`src/rtl/sss_pkg.sv`:
```
// Shared constants for the sleep sync scheduler
package sss_pkg;

    // Clock rate and derived counts
    localparam int CLK_HZ = 10_000_000;
    localparam int MS_CYCLES = CLK_HZ / 1000;
    localparam int TICK_W = 14;
    localparam logic [TICK_W-1:0] TICK_MAX = 14'h270f;

    // Propagation time per slot hop repeat, in ms
    localparam int PROP_UNIT_MS = 18;

    // Button timing, in ms
    localparam int HOLD_WAKE_MS = 2000;
    localparam int STAY_AWAKE_MS = 30000;
    localparam int DOUBLE_GAP_MS = 500;
    localparam logic [15:0] HOLD_WAKE_T = 16'h07d0;
    localparam logic [15:0] STAY_AWAKE_T = 16'h7530;
    localparam logic [15:0] DOUBLE_GAP_T = 16'h01f4;

    // Sleep mode selections
    localparam logic [3:0] MODE_NORMAL = 4'h0;
    localparam logic [3:0] MODE_SUPPORT = 4'h7;
    localparam logic [3:0] MODE_CYCLIC = 4'h8;

    // Sleep option bit positions
    localparam int OPT_PREF_COORD = 0;
    localparam int OPT_NON_COORD = 1;
    localparam int OPT_EARLY_WAKE = 2;

    // Guard base, and guard and early wake steps per missed cycle, in ms
    localparam logic [15:0] GUARD_BASE_MS = 16'h0005;
    localparam logic [15:0] GUARD_STEP_MS = 16'h0005;
    localparam logic [15:0] EARLY_STEP_MS = 16'h000a;

    // LED blink half periods, in ms
    localparam logic [15:0] LED_SLOW_MS = 16'h03e8;
    localparam logic [15:0] LED_FAST_MS = 16'h00fa;

    // Reset values
    localparam logic [7:0] MISSED_RST = 8'h00;
    localparam logic [15:0] PERIOD_RST = 16'h0000;

    // Scheduler states
    typedef enum logic [3:0] {
        SSS_IDLE = 4'b0001,
        SSS_WAKE = 4'b0010,
        SSS_SLEEP = 4'b0100,
        SSS_AWAKE = 4'b1000
    } sss_state_t;

endpackage : sss_pkg

```
`src/rtl/sss_button.sv`:
```
// Commissioning button decoder: single, double press and long hold
`timescale 1ns/1ps
module sss_button
    import sss_pkg::*;
(
    // Clock and reset
    input wire logic mclk_i,
    input wire logic nrst_i,
    // Millisecond tick and synchronised button level
    input wire logic ms_tick_i,
    input wire logic btn_i,
    // Decoded events
    output logic single_o,
    output logic double_o,
    output logic hold_o
);

    logic btn_d_ff;
    logic pending_ff;
    logic held_done_ff;
    logic [15:0] gap_ff;
    logic [15:0] hold_ff;
    logic press;

    assign press = btn_i & ~btn_d_ff;

    always_ff @(posedge mclk_i or negedge nrst_i)
    begin
        if (!nrst_i)
            btn_d_ff <= 1'b0;
        else
            btn_d_ff <= btn_i;
    end

    // Press pairing within the gap window
    always_ff @(posedge mclk_i or negedge nrst_i)
    begin
        if (!nrst_i)
        begin
            pending_ff <= 1'b0;
            gap_ff <= 16'h0000;
            single_o <= 1'b0;
            double_o <= 1'b0;
        end
        else
        begin
            single_o <= 1'b0;
            double_o <= 1'b0;
            if (press && pending_ff)
            begin
                pending_ff <= 1'b0;
                double_o <= 1'b1;
            end
            else if (press)
            begin
                pending_ff <= 1'b1;
                gap_ff <= 16'h0000;
            end
            else if (pending_ff && ms_tick_i)
            begin
                if (gap_ff >= DOUBLE_GAP_T)
                begin
                    pending_ff <= 1'b0;
                    single_o <= 1'b1;
                end
                else
                    gap_ff <= gap_ff + 16'h0001;
            end
        end
    end

    // Long hold detection, once per hold
    always_ff @(posedge mclk_i or negedge nrst_i)
    begin
        if (!nrst_i)
        begin
            hold_ff <= 16'h0000;
            held_done_ff <= 1'b0;
            hold_o <= 1'b0;
        end
        else
        begin
            hold_o <= 1'b0;
            if (!btn_i)
            begin
                hold_ff <= 16'h0000;
                held_done_ff <= 1'b0;
            end
            else if (ms_tick_i && !held_done_ff)
            begin
                if (hold_ff >= HOLD_WAKE_T - 16'h0001)
                begin
                    hold_o <= 1'b1;
                    held_done_ff <= 1'b1;
                end
                else
                    hold_ff <= hold_ff + 16'h0001;
            end
        end
    end

endmodule : sss_button

```
`src/rtl/sss_sched.sv`:
```
// Sleep synchronisation scheduler for one mesh node
`timescale 1ns/1ps
// How it works
// - Guard time grows with missed sync cycles
// - Early wake shortens sleep when option set
// - Raise wake setting to computed minimum
// - Start non-sleeping; only modes 7, 8 sync
// - Double press makes node coordinator
// - LED slow as coordinator, fast when synced and awake
// - Single press wakes a sleeping synced node
// - Unsynced node requests sync then sleeps
// - Synced node answers sync requests
// - Support node never sleeps
// - Two second hold wakes for thirty seconds
// - Changed periods make node coordinator
// - Adopt new periods once sync sent
// - Missed new sync keeps old periods
// - Support node corrects outdated sync
// - Preferred coordinator syncs every wake cycle
module sss_sched
    import sss_pkg::*;
(
    // Clock and reset
    input wire logic mclk_i,
    input wire logic nrst_i,
    // Configuration
    input wire logic [3:0] sleep_mode_select_i,
    input wire logic [7:0] sleep_options_i,
    input wire logic [15:0] sleep_period_setting_i,
    input wire logic [15:0] wake_time_setting_i,
    input wire logic [7:0] delay_slot_count_i,
    input wire logic [7:0] hop_limit_i,
    input wire logic [3:0] broadcast_repeat_count_i,
    // Received radio events
    input wire logic rx_sync_i,
    input wire logic [15:0] rx_sleep_i,
    input wire logic [15:0] rx_wake_i,
    input wire logic [7:0] rx_epoch_i,
    input wire logic rx_req_i,
    // Commissioning button pin
    input wire logic button_i,
    // Transmit requests
    output logic tx_sync_o,
    output logic tx_req_o,
    output logic [15:0] tx_sleep_o,
    output logic [15:0] tx_wake_o,
    output logic [7:0] tx_epoch_o,
    // Status
    output logic awake_o,
    output logic coord_o,
    output logic synced_o,
    output logic led_o,
    output logic [15:0] wake_eff_o,
    output logic [15:0] guard_o,
    output logic [7:0] missed_o
);

    sss_state_t state_ff;
    logic [TICK_W-1:0] tick_ff;
    logic ms_tick;
    logic btn_s1_ff;
    logic btn_s2_ff;
    logic btn_single;
    logic btn_double;
    logic btn_hold;
    logic [15:0] net_sleep_ff;
    logic [15:0] net_wake_ff;
    logic [15:0] cfg_sleep_ff;
    logic [15:0] cfg_wake_ff;
    logic [7:0] slots_ff;
    logic [7:0] hops_ff;
    logic [15:0] timer_ff;
    logic [15:0] stay_ff;
    logic [15:0] led_cnt_ff;
    logic pend_change_ff;
    logic sync_seen_ff;
    logic [15:0] min_wake;
    logic [15:0] guard;
    logic [15:0] sleep_len;
    logic [15:0] early;
    logic sleep_mode;
    logic cfg_change;
    logic sync_ok;
    logic stale_sync;

    ////////////////////////////////////////////////////////////////////////
    // Millisecond tick and button synchroniser

    assign ms_tick = (tick_ff == TICK_MAX);

    always_ff @(posedge mclk_i or negedge nrst_i)
    begin
        if (!nrst_i)
            tick_ff <= '0;
        else if (ms_tick)
            tick_ff <= '0;
        else
            tick_ff <= tick_ff + 14'h0001;
    end

    always_ff @(posedge mclk_i or negedge nrst_i)
    begin
        if (!nrst_i)
        begin
            btn_s1_ff <= 1'b0;
            btn_s2_ff <= 1'b0;
        end
        else
        begin
            btn_s1_ff <= button_i;
            btn_s2_ff <= btn_s1_ff;
        end
    end

    sss_button u_button (
        .mclk_i(mclk_i),
        .nrst_i(nrst_i),
        .ms_tick_i(ms_tick),
        .btn_i(btn_s2_ff),
        .single_o(btn_single),
        .double_o(btn_double),
        .hold_o(btn_hold)
    );

    ////////////////////////////////////////////////////////////////////////
    // Derived timing

    assign sleep_mode = (sleep_mode_select_i == MODE_SUPPORT) ||
                        (sleep_mode_select_i == MODE_CYCLIC);
    // Propagation estimate doubles as wake minimum
    assign min_wake = 16'(16'(delay_slot_count_i) * 16'(hop_limit_i) *
                      16'({1'b0, broadcast_repeat_count_i} + 5'h01) *
                      16'(PROP_UNIT_MS));
    assign guard = GUARD_BASE_MS + 16'(GUARD_STEP_MS * 16'(missed_o));
    assign early = sleep_options_i[OPT_EARLY_WAKE] ?
                   16'(EARLY_STEP_MS * 16'(missed_o)) : 16'h0000;
    assign sleep_len = (early >= net_sleep_ff) ? 16'h0001 :
                       net_sleep_ff - early;
    assign cfg_change = (sleep_period_setting_i != cfg_sleep_ff) ||
                        (delay_slot_count_i != slots_ff) ||
                        (hop_limit_i != hops_ff);
    assign stale_sync = rx_sync_i && synced_o && (rx_epoch_i < tx_epoch_o);
    assign sync_ok = rx_sync_i && sleep_mode && !stale_sync;

    ////////////////////////////////////////////////////////////////////////
    // Configuration tracking

    always_ff @(posedge mclk_i or negedge nrst_i)
    begin
        if (!nrst_i)
        begin
            cfg_sleep_ff <= PERIOD_RST;
            cfg_wake_ff <= PERIOD_RST;
            slots_ff <= 8'h00;
            hops_ff <= 8'h00;
            wake_eff_o <= PERIOD_RST;
        end
        else
        begin
            cfg_sleep_ff <= sleep_period_setting_i;
            cfg_wake_ff <= wake_time_setting_i;
            slots_ff <= delay_slot_count_i;
            hops_ff <= hop_limit_i;
            if (wake_time_setting_i < min_wake)
                wake_eff_o <= min_wake;
            else
                wake_eff_o <= wake_time_setting_i;
        end
    end

    ////////////////////////////////////////////////////////////////////////
    // Coordinator role and network periods

    always_ff @(posedge mclk_i or negedge nrst_i)
    begin
        if (!nrst_i)
        begin
            coord_o <= 1'b0;
            pend_change_ff <= 1'b0;
            net_sleep_ff <= PERIOD_RST;
            net_wake_ff <= PERIOD_RST;
            tx_epoch_o <= 8'h00;
            synced_o <= 1'b0;
        end
        else
        begin
            if (sleep_options_i[OPT_PREF_COORD])
                coord_o <= 1'b1;
            else if (btn_double && !sleep_options_i[OPT_NON_COORD])
                coord_o <= 1'b1;
            if ((cfg_change || wake_time_setting_i != cfg_wake_ff) &&
                !sleep_options_i[OPT_NON_COORD] && sleep_mode)
            begin
                coord_o <= 1'b1;
                pend_change_ff <= 1'b1;
            end
            else if (tx_sync_o && pend_change_ff)
            begin
                pend_change_ff <= 1'b0;
                net_sleep_ff <= sleep_period_setting_i;
                net_wake_ff <= wake_eff_o;
                tx_epoch_o <= tx_epoch_o + 8'h01;
            end
            if (coord_o && !synced_o)
            begin
                synced_o <= 1'b1;
                net_sleep_ff <= sleep_period_setting_i;
                net_wake_ff <= wake_eff_o;
            end
            if (sync_ok)
            begin
                synced_o <= 1'b1;
                net_sleep_ff <= rx_sleep_i;
                net_wake_ff <= rx_wake_i;
                tx_epoch_o <= rx_epoch_i;
                if (!sleep_options_i[OPT_PREF_COORD])
                    coord_o <= 1'b0;
            end
            if (!sleep_mode)
            begin
                synced_o <= 1'b0;
                coord_o <= 1'b0;
            end
        end
    end

    ////////////////////////////////////////////////////////////////////////
    // Missed sync counter

    always_ff @(posedge mclk_i or negedge nrst_i)
    begin
        if (!nrst_i)
            missed_o <= MISSED_RST;
        else if (sync_ok || coord_o)
            missed_o <= MISSED_RST;
        else if (state_ff == SSS_WAKE && timer_ff <= 16'h0001 &&
                 ms_tick && !sync_seen_ff && missed_o != 8'hff)
            missed_o <= missed_o + 8'h01;
    end

    always_ff @(posedge mclk_i or negedge nrst_i)
    begin
        if (!nrst_i)
            guard_o <= 16'h0000;
        else
            guard_o <= guard;
    end

    ////////////////////////////////////////////////////////////////////////
    // Sleep and wake sequencer

    always_ff @(posedge mclk_i or negedge nrst_i)
    begin
        if (!nrst_i)
        begin
            state_ff <= SSS_IDLE;
            timer_ff <= 16'h0000;
            stay_ff <= 16'h0000;
            sync_seen_ff <= 1'b0;
            tx_sync_o <= 1'b0;
            tx_req_o <= 1'b0;
            tx_sleep_o <= PERIOD_RST;
            tx_wake_o <= PERIOD_RST;
            awake_o <= 1'b1;
        end
        else
        begin
            tx_sync_o <= 1'b0;
            tx_req_o <= 1'b0;
            tx_sleep_o <= pend_change_ff ? sleep_period_setting_i :
                          net_sleep_ff;
            tx_wake_o <= pend_change_ff ? wake_eff_o : net_wake_ff;
            if (sync_ok)
                sync_seen_ff <= 1'b1;
            if ((rx_req_i && synced_o && awake_o) || stale_sync)
                tx_sync_o <= 1'b1;
            unique case (state_ff)
                SSS_IDLE:
                begin
                    awake_o <= 1'b1;
                    if (sleep_mode)
                    begin
                        state_ff <= SSS_WAKE;
                        timer_ff <= wake_eff_o;
                        tx_req_o <= !synced_o && !coord_o;
                    end
                end
                SSS_WAKE:
                begin
                    awake_o <= 1'b1;
                    if (timer_ff == wake_eff_o && coord_o && ms_tick)
                        tx_sync_o <= 1'b1;
                    if (ms_tick)
                    begin
                        if (timer_ff > 16'h0001)
                            timer_ff <= timer_ff - 16'h0001;
                        else if (sleep_mode_select_i == MODE_SUPPORT)
                        begin
                            timer_ff <= synced_o ? net_wake_ff : wake_eff_o;
                            sync_seen_ff <= 1'b0;
                        end
                        else
                        begin
                            state_ff <= SSS_SLEEP;
                            awake_o <= 1'b0;
                            timer_ff <= synced_o ? sleep_len :
                                        sleep_period_setting_i;
                        end
                    end
                end
                SSS_SLEEP:
                begin
                    if (btn_hold)
                    begin
                        state_ff <= SSS_AWAKE;
                        stay_ff <= STAY_AWAKE_T;
                        awake_o <= 1'b1;
                    end
                    else if (btn_single && synced_o)
                    begin
                        state_ff <= SSS_AWAKE;
                        stay_ff <= STAY_AWAKE_T;
                        awake_o <= 1'b1;
                    end
                    else if (ms_tick && timer_ff <= 16'h0001)
                    begin
                        state_ff <= SSS_WAKE;
                        awake_o <= 1'b1;
                        sync_seen_ff <= 1'b0;
                        timer_ff <= synced_o ? net_wake_ff : wake_eff_o;
                        tx_req_o <= !synced_o ||
                            (sleep_options_i[OPT_NON_COORD] &&
                             missed_o >= 8'h06);
                    end
                    else if (ms_tick)
                        timer_ff <= timer_ff - 16'h0001;
                end
                SSS_AWAKE:
                begin
                    awake_o <= 1'b1;
                    if (ms_tick)
                    begin
                        if (stay_ff <= 16'h0001)
                        begin
                            state_ff <= SSS_SLEEP;
                            awake_o <= 1'b0;
                        end
                        else
                            stay_ff <= stay_ff - 16'h0001;
                    end
                end
            endcase
            if (!sleep_mode)
                state_ff <= SSS_IDLE;
        end
    end

    ////////////////////////////////////////////////////////////////////////
    // Association LED

    always_ff @(posedge mclk_i or negedge nrst_i)
    begin
        if (!nrst_i)
        begin
            led_cnt_ff <= 16'h0000;
            led_o <= 1'b0;
        end
        else if (!(coord_o || (synced_o && awake_o)))
        begin
            led_cnt_ff <= 16'h0000;
            led_o <= 1'b0;
        end
        else if (ms_tick)
        begin
            if (led_cnt_ff >= (coord_o ? LED_SLOW_MS : LED_FAST_MS))
            begin
                led_cnt_ff <= 16'h0000;
                led_o <= ~led_o;
            end
            else
                led_cnt_ff <= led_cnt_ff + 16'h0001;
        end
    end

endmodule : sss_sched

```
`config.mk`:
```
export PLATFORM = sky130hd
export DESIGN_NAME = sss_sched
export DESIGN_NICKNAME = d
export VERILOG_FILES = /design/src/rtl/sss_pkg.sv /design/src/rtl/sss_button.sv /design/src/rtl/sss_sched.sv
export SDC_FILE = /design/constraint.sdc
export NUM_CORES = 1
export LEC_CHECK = 0
export BUFFER_PORTS_ARGS = -buffer_cell sky130_fd_sc_hd__buf_2
export CELL_PAD_IN_SITES_DETAIL_PLACEMENT = 0
export CELL_PAD_IN_SITES_GLOBAL_PLACEMENT = 1
export CORE_MARGIN = 3
export CORE_UTILIZATION = 47
export DETAILED_ROUTE_END_ITERATION = 8
export PLACE_DENSITY_LB_ADDON = 0.1
export SLEW_MARGIN = 10
export SYNTH_ARGS = -nofsm -noshare
export SYNTH_HDL_FRONTEND = slang
export SYNTH_SLANG_ARGS = --single-unit
```
`constraint.sdc`:
```
create_clock -name mclk_i -period 4.2 [get_ports mclk_i]
set_input_delay 0.21 -clock mclk_i [delete_from_list [all_inputs] [get_ports mclk_i]]
set_output_delay 0.21 -clock mclk_i [all_outputs]
set_load 0.05 [all_outputs]
```
==> impl_metrics.prom <==
# TYPE chip_impl_metric gauge
chip_impl_metric{name="worst-slew-pin-transition",unit="ns"} 0.9906
chip_impl_metric{name="detailedPlacementHpwl",unit="µm"} 42950
chip_impl_metric{name="syn-instance-count",unit=""} 1989
chip_impl_metric{name="post_synth_instance_area",unit="µm²"} 18780
chip_impl_metric{name="dr.first_iter.drc_count",unit=""} 1179
chip_impl_metric{name="period_share",unit="%"} 195.2
chip_impl_metric{name="ys_async_sr_fraction",unit="%"} 100.0
chip_impl_metric{name="total_clock_buffers_created_by_cts",unit=""} 30
chip_impl_metric{name="post_route_cells_drive_above_1_share",unit="%"} 25.02
chip_impl_info{name="rsz0062_at_grt",value="true"} 1
chip_impl_metric{name="multi_input_area",unit="µm²"} 11890
chip_impl_metric{name="required",unit="ns"} 4.65
chip_impl_metric{name="final_stage_net_count",unit=""} 2740
chip_impl_metric{name="fmaxAchievable",unit="MHz"} 122.0
chip_impl_info{name="timing.critical_path.slowest_stage_cell",value="sky130_fd_sc_hd__fa_1"} 1
chip_impl_metric{name="period_minus_slack",unit="ns"} 8.198
chip_impl_metric{name="die_height",unit="µm"} 205.9
chip_impl_metric{name="critical_path.max_stage_delay",unit="ns"} 0.62
chip_impl_metric{name="r2r_slack",unit="ns"} 0.15
chip_impl_metric{name="hold-path-cell-count",unit=""} 3
chip_impl_metric{name="fin_skew",unit="ns"} 0.01102
chip_impl_metric{name="setup_viol_count_final",unit=""} 16
chip_impl_info{name="min_path_type",value="in2reg"} 1
chip_impl_metric{name="clk_latency",unit="ns"} 0.57
chip_impl_metric{name="cts_max_level",unit=""} 1
chip_impl_metric{name="timing_max_transition_violations_final",unit=""} 0
chip_impl_metric{name="grt_remaining_overflow",unit=""} 0
chip_impl_metric{name="route.detailed.vias_per_inst",unit=""} 5.392
chip_impl_info{name="cell_family_with_most_cp_delay",value="adder cells"} 1
chip_impl_metric{name="finalWorstSetupSlack",unit="ns"} -3.998
chip_impl_metric{name="clk_transition_reported_paths",unit="ns"} 0.06
chip_impl_info{name="run_status",value="finished, violations left"} 1
chip_impl_metric{name="seq_area",unit="µm²"} 6734
chip_impl_info{name="regToRegEndpoint",value="timer_ff[7]$_DFFE_PN0P_"} 1
chip_impl_info{name="hold_path.startpoint",value="rx_sleep_i[2]"} 1
chip_impl_metric{name="dr.pass1.iters",unit=""} 5
chip_impl_metric{name="grt_use_total",unit="%"} 26.54
chip_impl_metric{name="detailed_route_via_count",unit=""} 15940
chip_impl_metric{name="syn2layout_area_growth",unit="%"} 29.81
chip_impl_info{name="failing_checks",value="setup timing"} 1
chip_impl_metric{name="grt_first_pass_wirelength",unit="µm"} 88740
chip_impl_metric{name="overall_die_width",unit="µm"} 205.9
chip_impl_metric{name="pin_count_of_the_biggest_net_entering_global_routing",unit=""} 103
chip_impl_metric{name="syn-mean-instance-area",unit="µm²"} 9.440
chip_impl_metric{name="number_of_gates_on_the_worst_path_with_buffers_counted",unit=""} 36
chip_impl_info{name="cp-end-kind",value="flop"} 1
chip_impl_metric{name="initial_utilization",unit="%"} 48.02
chip_impl_metric{name="grt_pass1_vias",unit=""} 16190
chip_impl_metric{name="rr_worst_depth",unit=""} 16
chip_impl_info{name="cpMostUsedCell",value="sky130_fd_sc_hd__fa_1"} 1
chip_impl_metric{name="number_of_storage_elements_in_the_synthesis_netlist",unit=""} 269
chip_impl_metric{name="postRouteWirelength",unit="µm"} 56490
chip_impl_info{name="whs_endpoint",value="net_sleep_ff[2]$_DFFE_PN0P_"} 1
chip_impl_metric{name="rows",unit=""} 72
chip_impl_metric{name="die_area",unit="µm²"} 42380
chip_impl_info{name="ys_dominant_reg_cell",value="sky130_fd_sc_hd__dfrtp_1"} 1
chip_impl_metric{name="timing_hold_violations_final",unit=""} 0
chip_impl_info{name="clock_tree_from_tritoncts",value="built"} 1
chip_impl_metric{name="synth.distinct_cells",unit=""} 76
chip_impl_metric{name="fillerInstances",unit=""} 3312
chip_impl_metric{name="core",unit="µm²"} 39100
chip_impl_metric{name="initial_antenna_violation_count",unit=""} 2
chip_impl_metric{name="maximum_capacitance_violations",unit=""} 0
chip_impl_metric{name="routed_wire_length_per_instance",unit="µm"} 19.10
chip_impl_metric{name="seq_area_frac_synth",unit="%"} 35.87
chip_impl_metric{name="gp_congestion",unit=""} 0.9088
chip_impl_metric{name="pre_cts_slack",unit="ns"} -4.704
chip_impl_metric{name="synth.yosys.warnings",unit=""} 0
chip_impl_info{name="highest_count_cells_in_the_layout_ignoring_fill_and_taps",value="sky130_fd_sc_hd__dfrtp_1 (267), sky130_fd_sc_hd__nor2_1 (199), sky130_fd_sc_hd__buf_4 (185)"} 1
chip_impl_metric{name="timing.critical_path.arrival",unit="ns"} 8.65
chip_impl_metric{name="synth-edff-count",unit=""} 0
chip_impl_info{name="clockRootBuffer",value="sky130_fd_sc_hd__clkbuf_16"} 1
chip_impl_info{name="critPathLaunchType",value="primary input"} 1
chip_impl_metric{name="drcViolationCount",unit=""} 0
chip_impl_metric{name="timing.max_slew.rel_slack",unit="%"} 33.03
chip_impl_metric{name="drtAntennaViolNets",unit=""} 0
chip_impl_metric{name="io_pins",unit=""} 195
chip_impl_info{name="r2r_start",value="missed_o[3]$_DFFE_PN0P_"} 1
chip_impl_metric{name="clkSinkCount",unit=""} 269
chip_impl_metric{name="crit_fanout",unit=""} 9
chip_impl_info{name="mostFrequentLayoutCell",value="sky130_fd_sc_hd__dfrtp_1"} 1
chip_impl_metric{name="port_buffers",unit=""} 184
chip_impl_info{name="criticalPathCategory",value="in2reg"} 1
chip_impl_metric{name="worst-path-buf-inv",unit=""} 4
chip_impl_metric{name="cts.path.max_buffers",unit=""} 3
## synth_stat cells (4+ instances only)
cell type / count / area (µm²)
sky130_fd_sc_hd__nand3_1: 50 / 250.2
sky130_fd_sc_hd__a21o_1: 21 / 157.7
sky130_fd_sc_hd__o21ai_0: 84 / 420.4
sky130_fd_sc_hd__o21bai_1: 10 / 75.07
sky130_fd_sc_hd__nor2_1: 204 / 765.7
sky130_fd_sc_hd__o31ai_1: 7 / 52.55
sky130_fd_sc_hd__or3_1: 5 / 31.28
sky130_fd_sc_hd__mux2i_1: 53 / 530.5
sky130_fd_sc_hd__nor4_1: 13 / 81.33
sky130_fd_sc_hd__inv_1: 154 / 578.1
sky130_fd_sc_hd__o2111ai_1: 4 / 35.03
sky130_fd_sc_hd__a222oi_1: 4 / 40.04
sky130_fd_sc_hd__nand2b_1: 23 / 143.9
sky130_fd_sc_hd__mux2_2: 34 / 382.9
sky130_fd_sc_hd__xnor2_1: 140 / 1226
sky130_fd_sc_hd__nor2b_1: 11 / 68.82
sky130_fd_sc_hd__nand4_1: 34 / 212.7
sky130_fd_sc_hd__and2_1: 55 / 344.1
sky130_fd_sc_hd__a221oi_1: 7 / 61.31
sky130_fd_sc_hd__clkbuf_1: 69 / 259.0
sky130_fd_sc_hd__and3_1: 27 / 168.9
sky130_fd_sc_hd__ha_1: 143 / 1789
sky130_fd_sc_hd__o21a_1: 11 / 82.58
sky130_fd_sc_hd__nor4b_1: 4 / 35.03
sky130_fd_sc_hd__nor3_1: 24 / 120.1
sky130_fd_sc_hd__a21oi_1: 102 / 510.5
sky130_fd_sc_hd__fa_1: 74 / 1481
sky130_fd_sc_hd__xor2_1: 56 / 490.5
sky130_fd_sc_hd__dfrtp_1: 267 / 6681
sky130_fd_sc_hd__buf_4: 5 / 37.54
sky130_fd_sc_hd__nand2_1: 176 / 660.6
sky130_fd_sc_hd__a32oi_1: 8 / 70.07
sky130_fd_sc_hd__a31oi_1: 22 / 137.6
sky130_fd_sc_hd__o211ai_1: 6 / 45.04
sky130_fd_sc_hd__a211oi_1: 9 / 67.56
sky130_fd_sc_hd__and4_1: 4 / 35.03
## timing repair
item / 4_1_cts / 5_1_grt
endpoints found under the setup margin: 17 / 22
endpoints found under the hold margin: 205 / 0
gates cloned: 2 / 1
resized for setup: 67 / 60
buffers inserted: 3 / 5
pin swaps: 14 / 31
hold buffers: 92 / 0
## kinds of logic after synthesis
| logic type | after synthesis | synth area share, % |
|---|---|---|
| AND/OR/NAND/NOR | 658 | 16.94 |
| multiplexers | 87 | 4.865 |
| AO/OA/AOI/OAI | 328 | 10.88 |
| adder cells (fa/ha/maj) | 217 | 17.42 |
| buffers and inverters | 232 | 4.745 |
| XOR/XNOR | 197 | 9.263 |
| other | 1 | 0.01997 |
| flip-flops | 269 | 35.87 |
## worst max path at each step
stage	startpoint	end	slack, ns
CTS	hop_limit_i[4]	wake_eff_o[1]$_DFF_PN0_	-3.95
detailed placement	delay_slot_count_i[2]	wake_eff_o[12]$_DFF_PN0_	-4.70
floorplan	delay_slot_count_i[2]	wake_eff_o[1]$_DFF_PN0_	-4.13
global route	delay_slot_count_i[0]	wake_eff_o[1]$_DFF_PN0_	-4.31
finish	delay_slot_count_i[3]	wake_eff_o[1]$_DFF_PN0_	-4.00
global placement	delay_slot_count_i[2]	wake_eff_o[12]$_DFF_PN0_	-4.48
## area by class of cell
type / instances / area share, %
Tap cell: 518 / 2.659
Multi-Input combinational cell: 1492 / 48.79
Antenna cell: 1 / 0.01027
Timing Repair Buffer: 467 / 14.24
Clock inverter: 18 / 0.8060
Inverter: 154 / 2.372
Clock buffer: 38 / 3.496
Sequential cell: 269 / 27.63
## metal layers
layer  track usage [%]  wire length [µm]  up-vias
met4             7.515              1466        0
met5                 0                 0        -
met1             36.21             24860     7812
met2             45.19             27370      418
met3             2.709              2790       88
li1                  -                 -     7625
## worst reg2reg max path, delay by kind of cell (launching register included)
kind	cells	cell delay, ns
AO/OA/AOI/OAI	8	1.59
XOR/XNOR	1	0.17
adder cells (fa/ha/maj)	4	1.25
buffers and inverters	1	0.07
flip-flops	1	0.38
AND/OR/NAND/NOR	2	0.45
## metrics by stage
step	hold slack, ns	cells	TNS (ns)	area [µm²]	util (%)
after floorplan	-0.08559	1993	-64.16	19330	-
after CTS	0.0006672	2950	-62.64	24050	61.50
after global placement	0.3095	2797	-71.44	21810	55.79
final	0.02523	2957	-63.34	24370	62.34
after detailed placement	0.3132	2797	-74.86	21810	55.79
after global routing	0.02608	2957	-68.45	24370	62.34
Power is left out: the tool's default activity adds up to more than one toggle a clock period on the data nets, which glitch-free logic cannot reach.
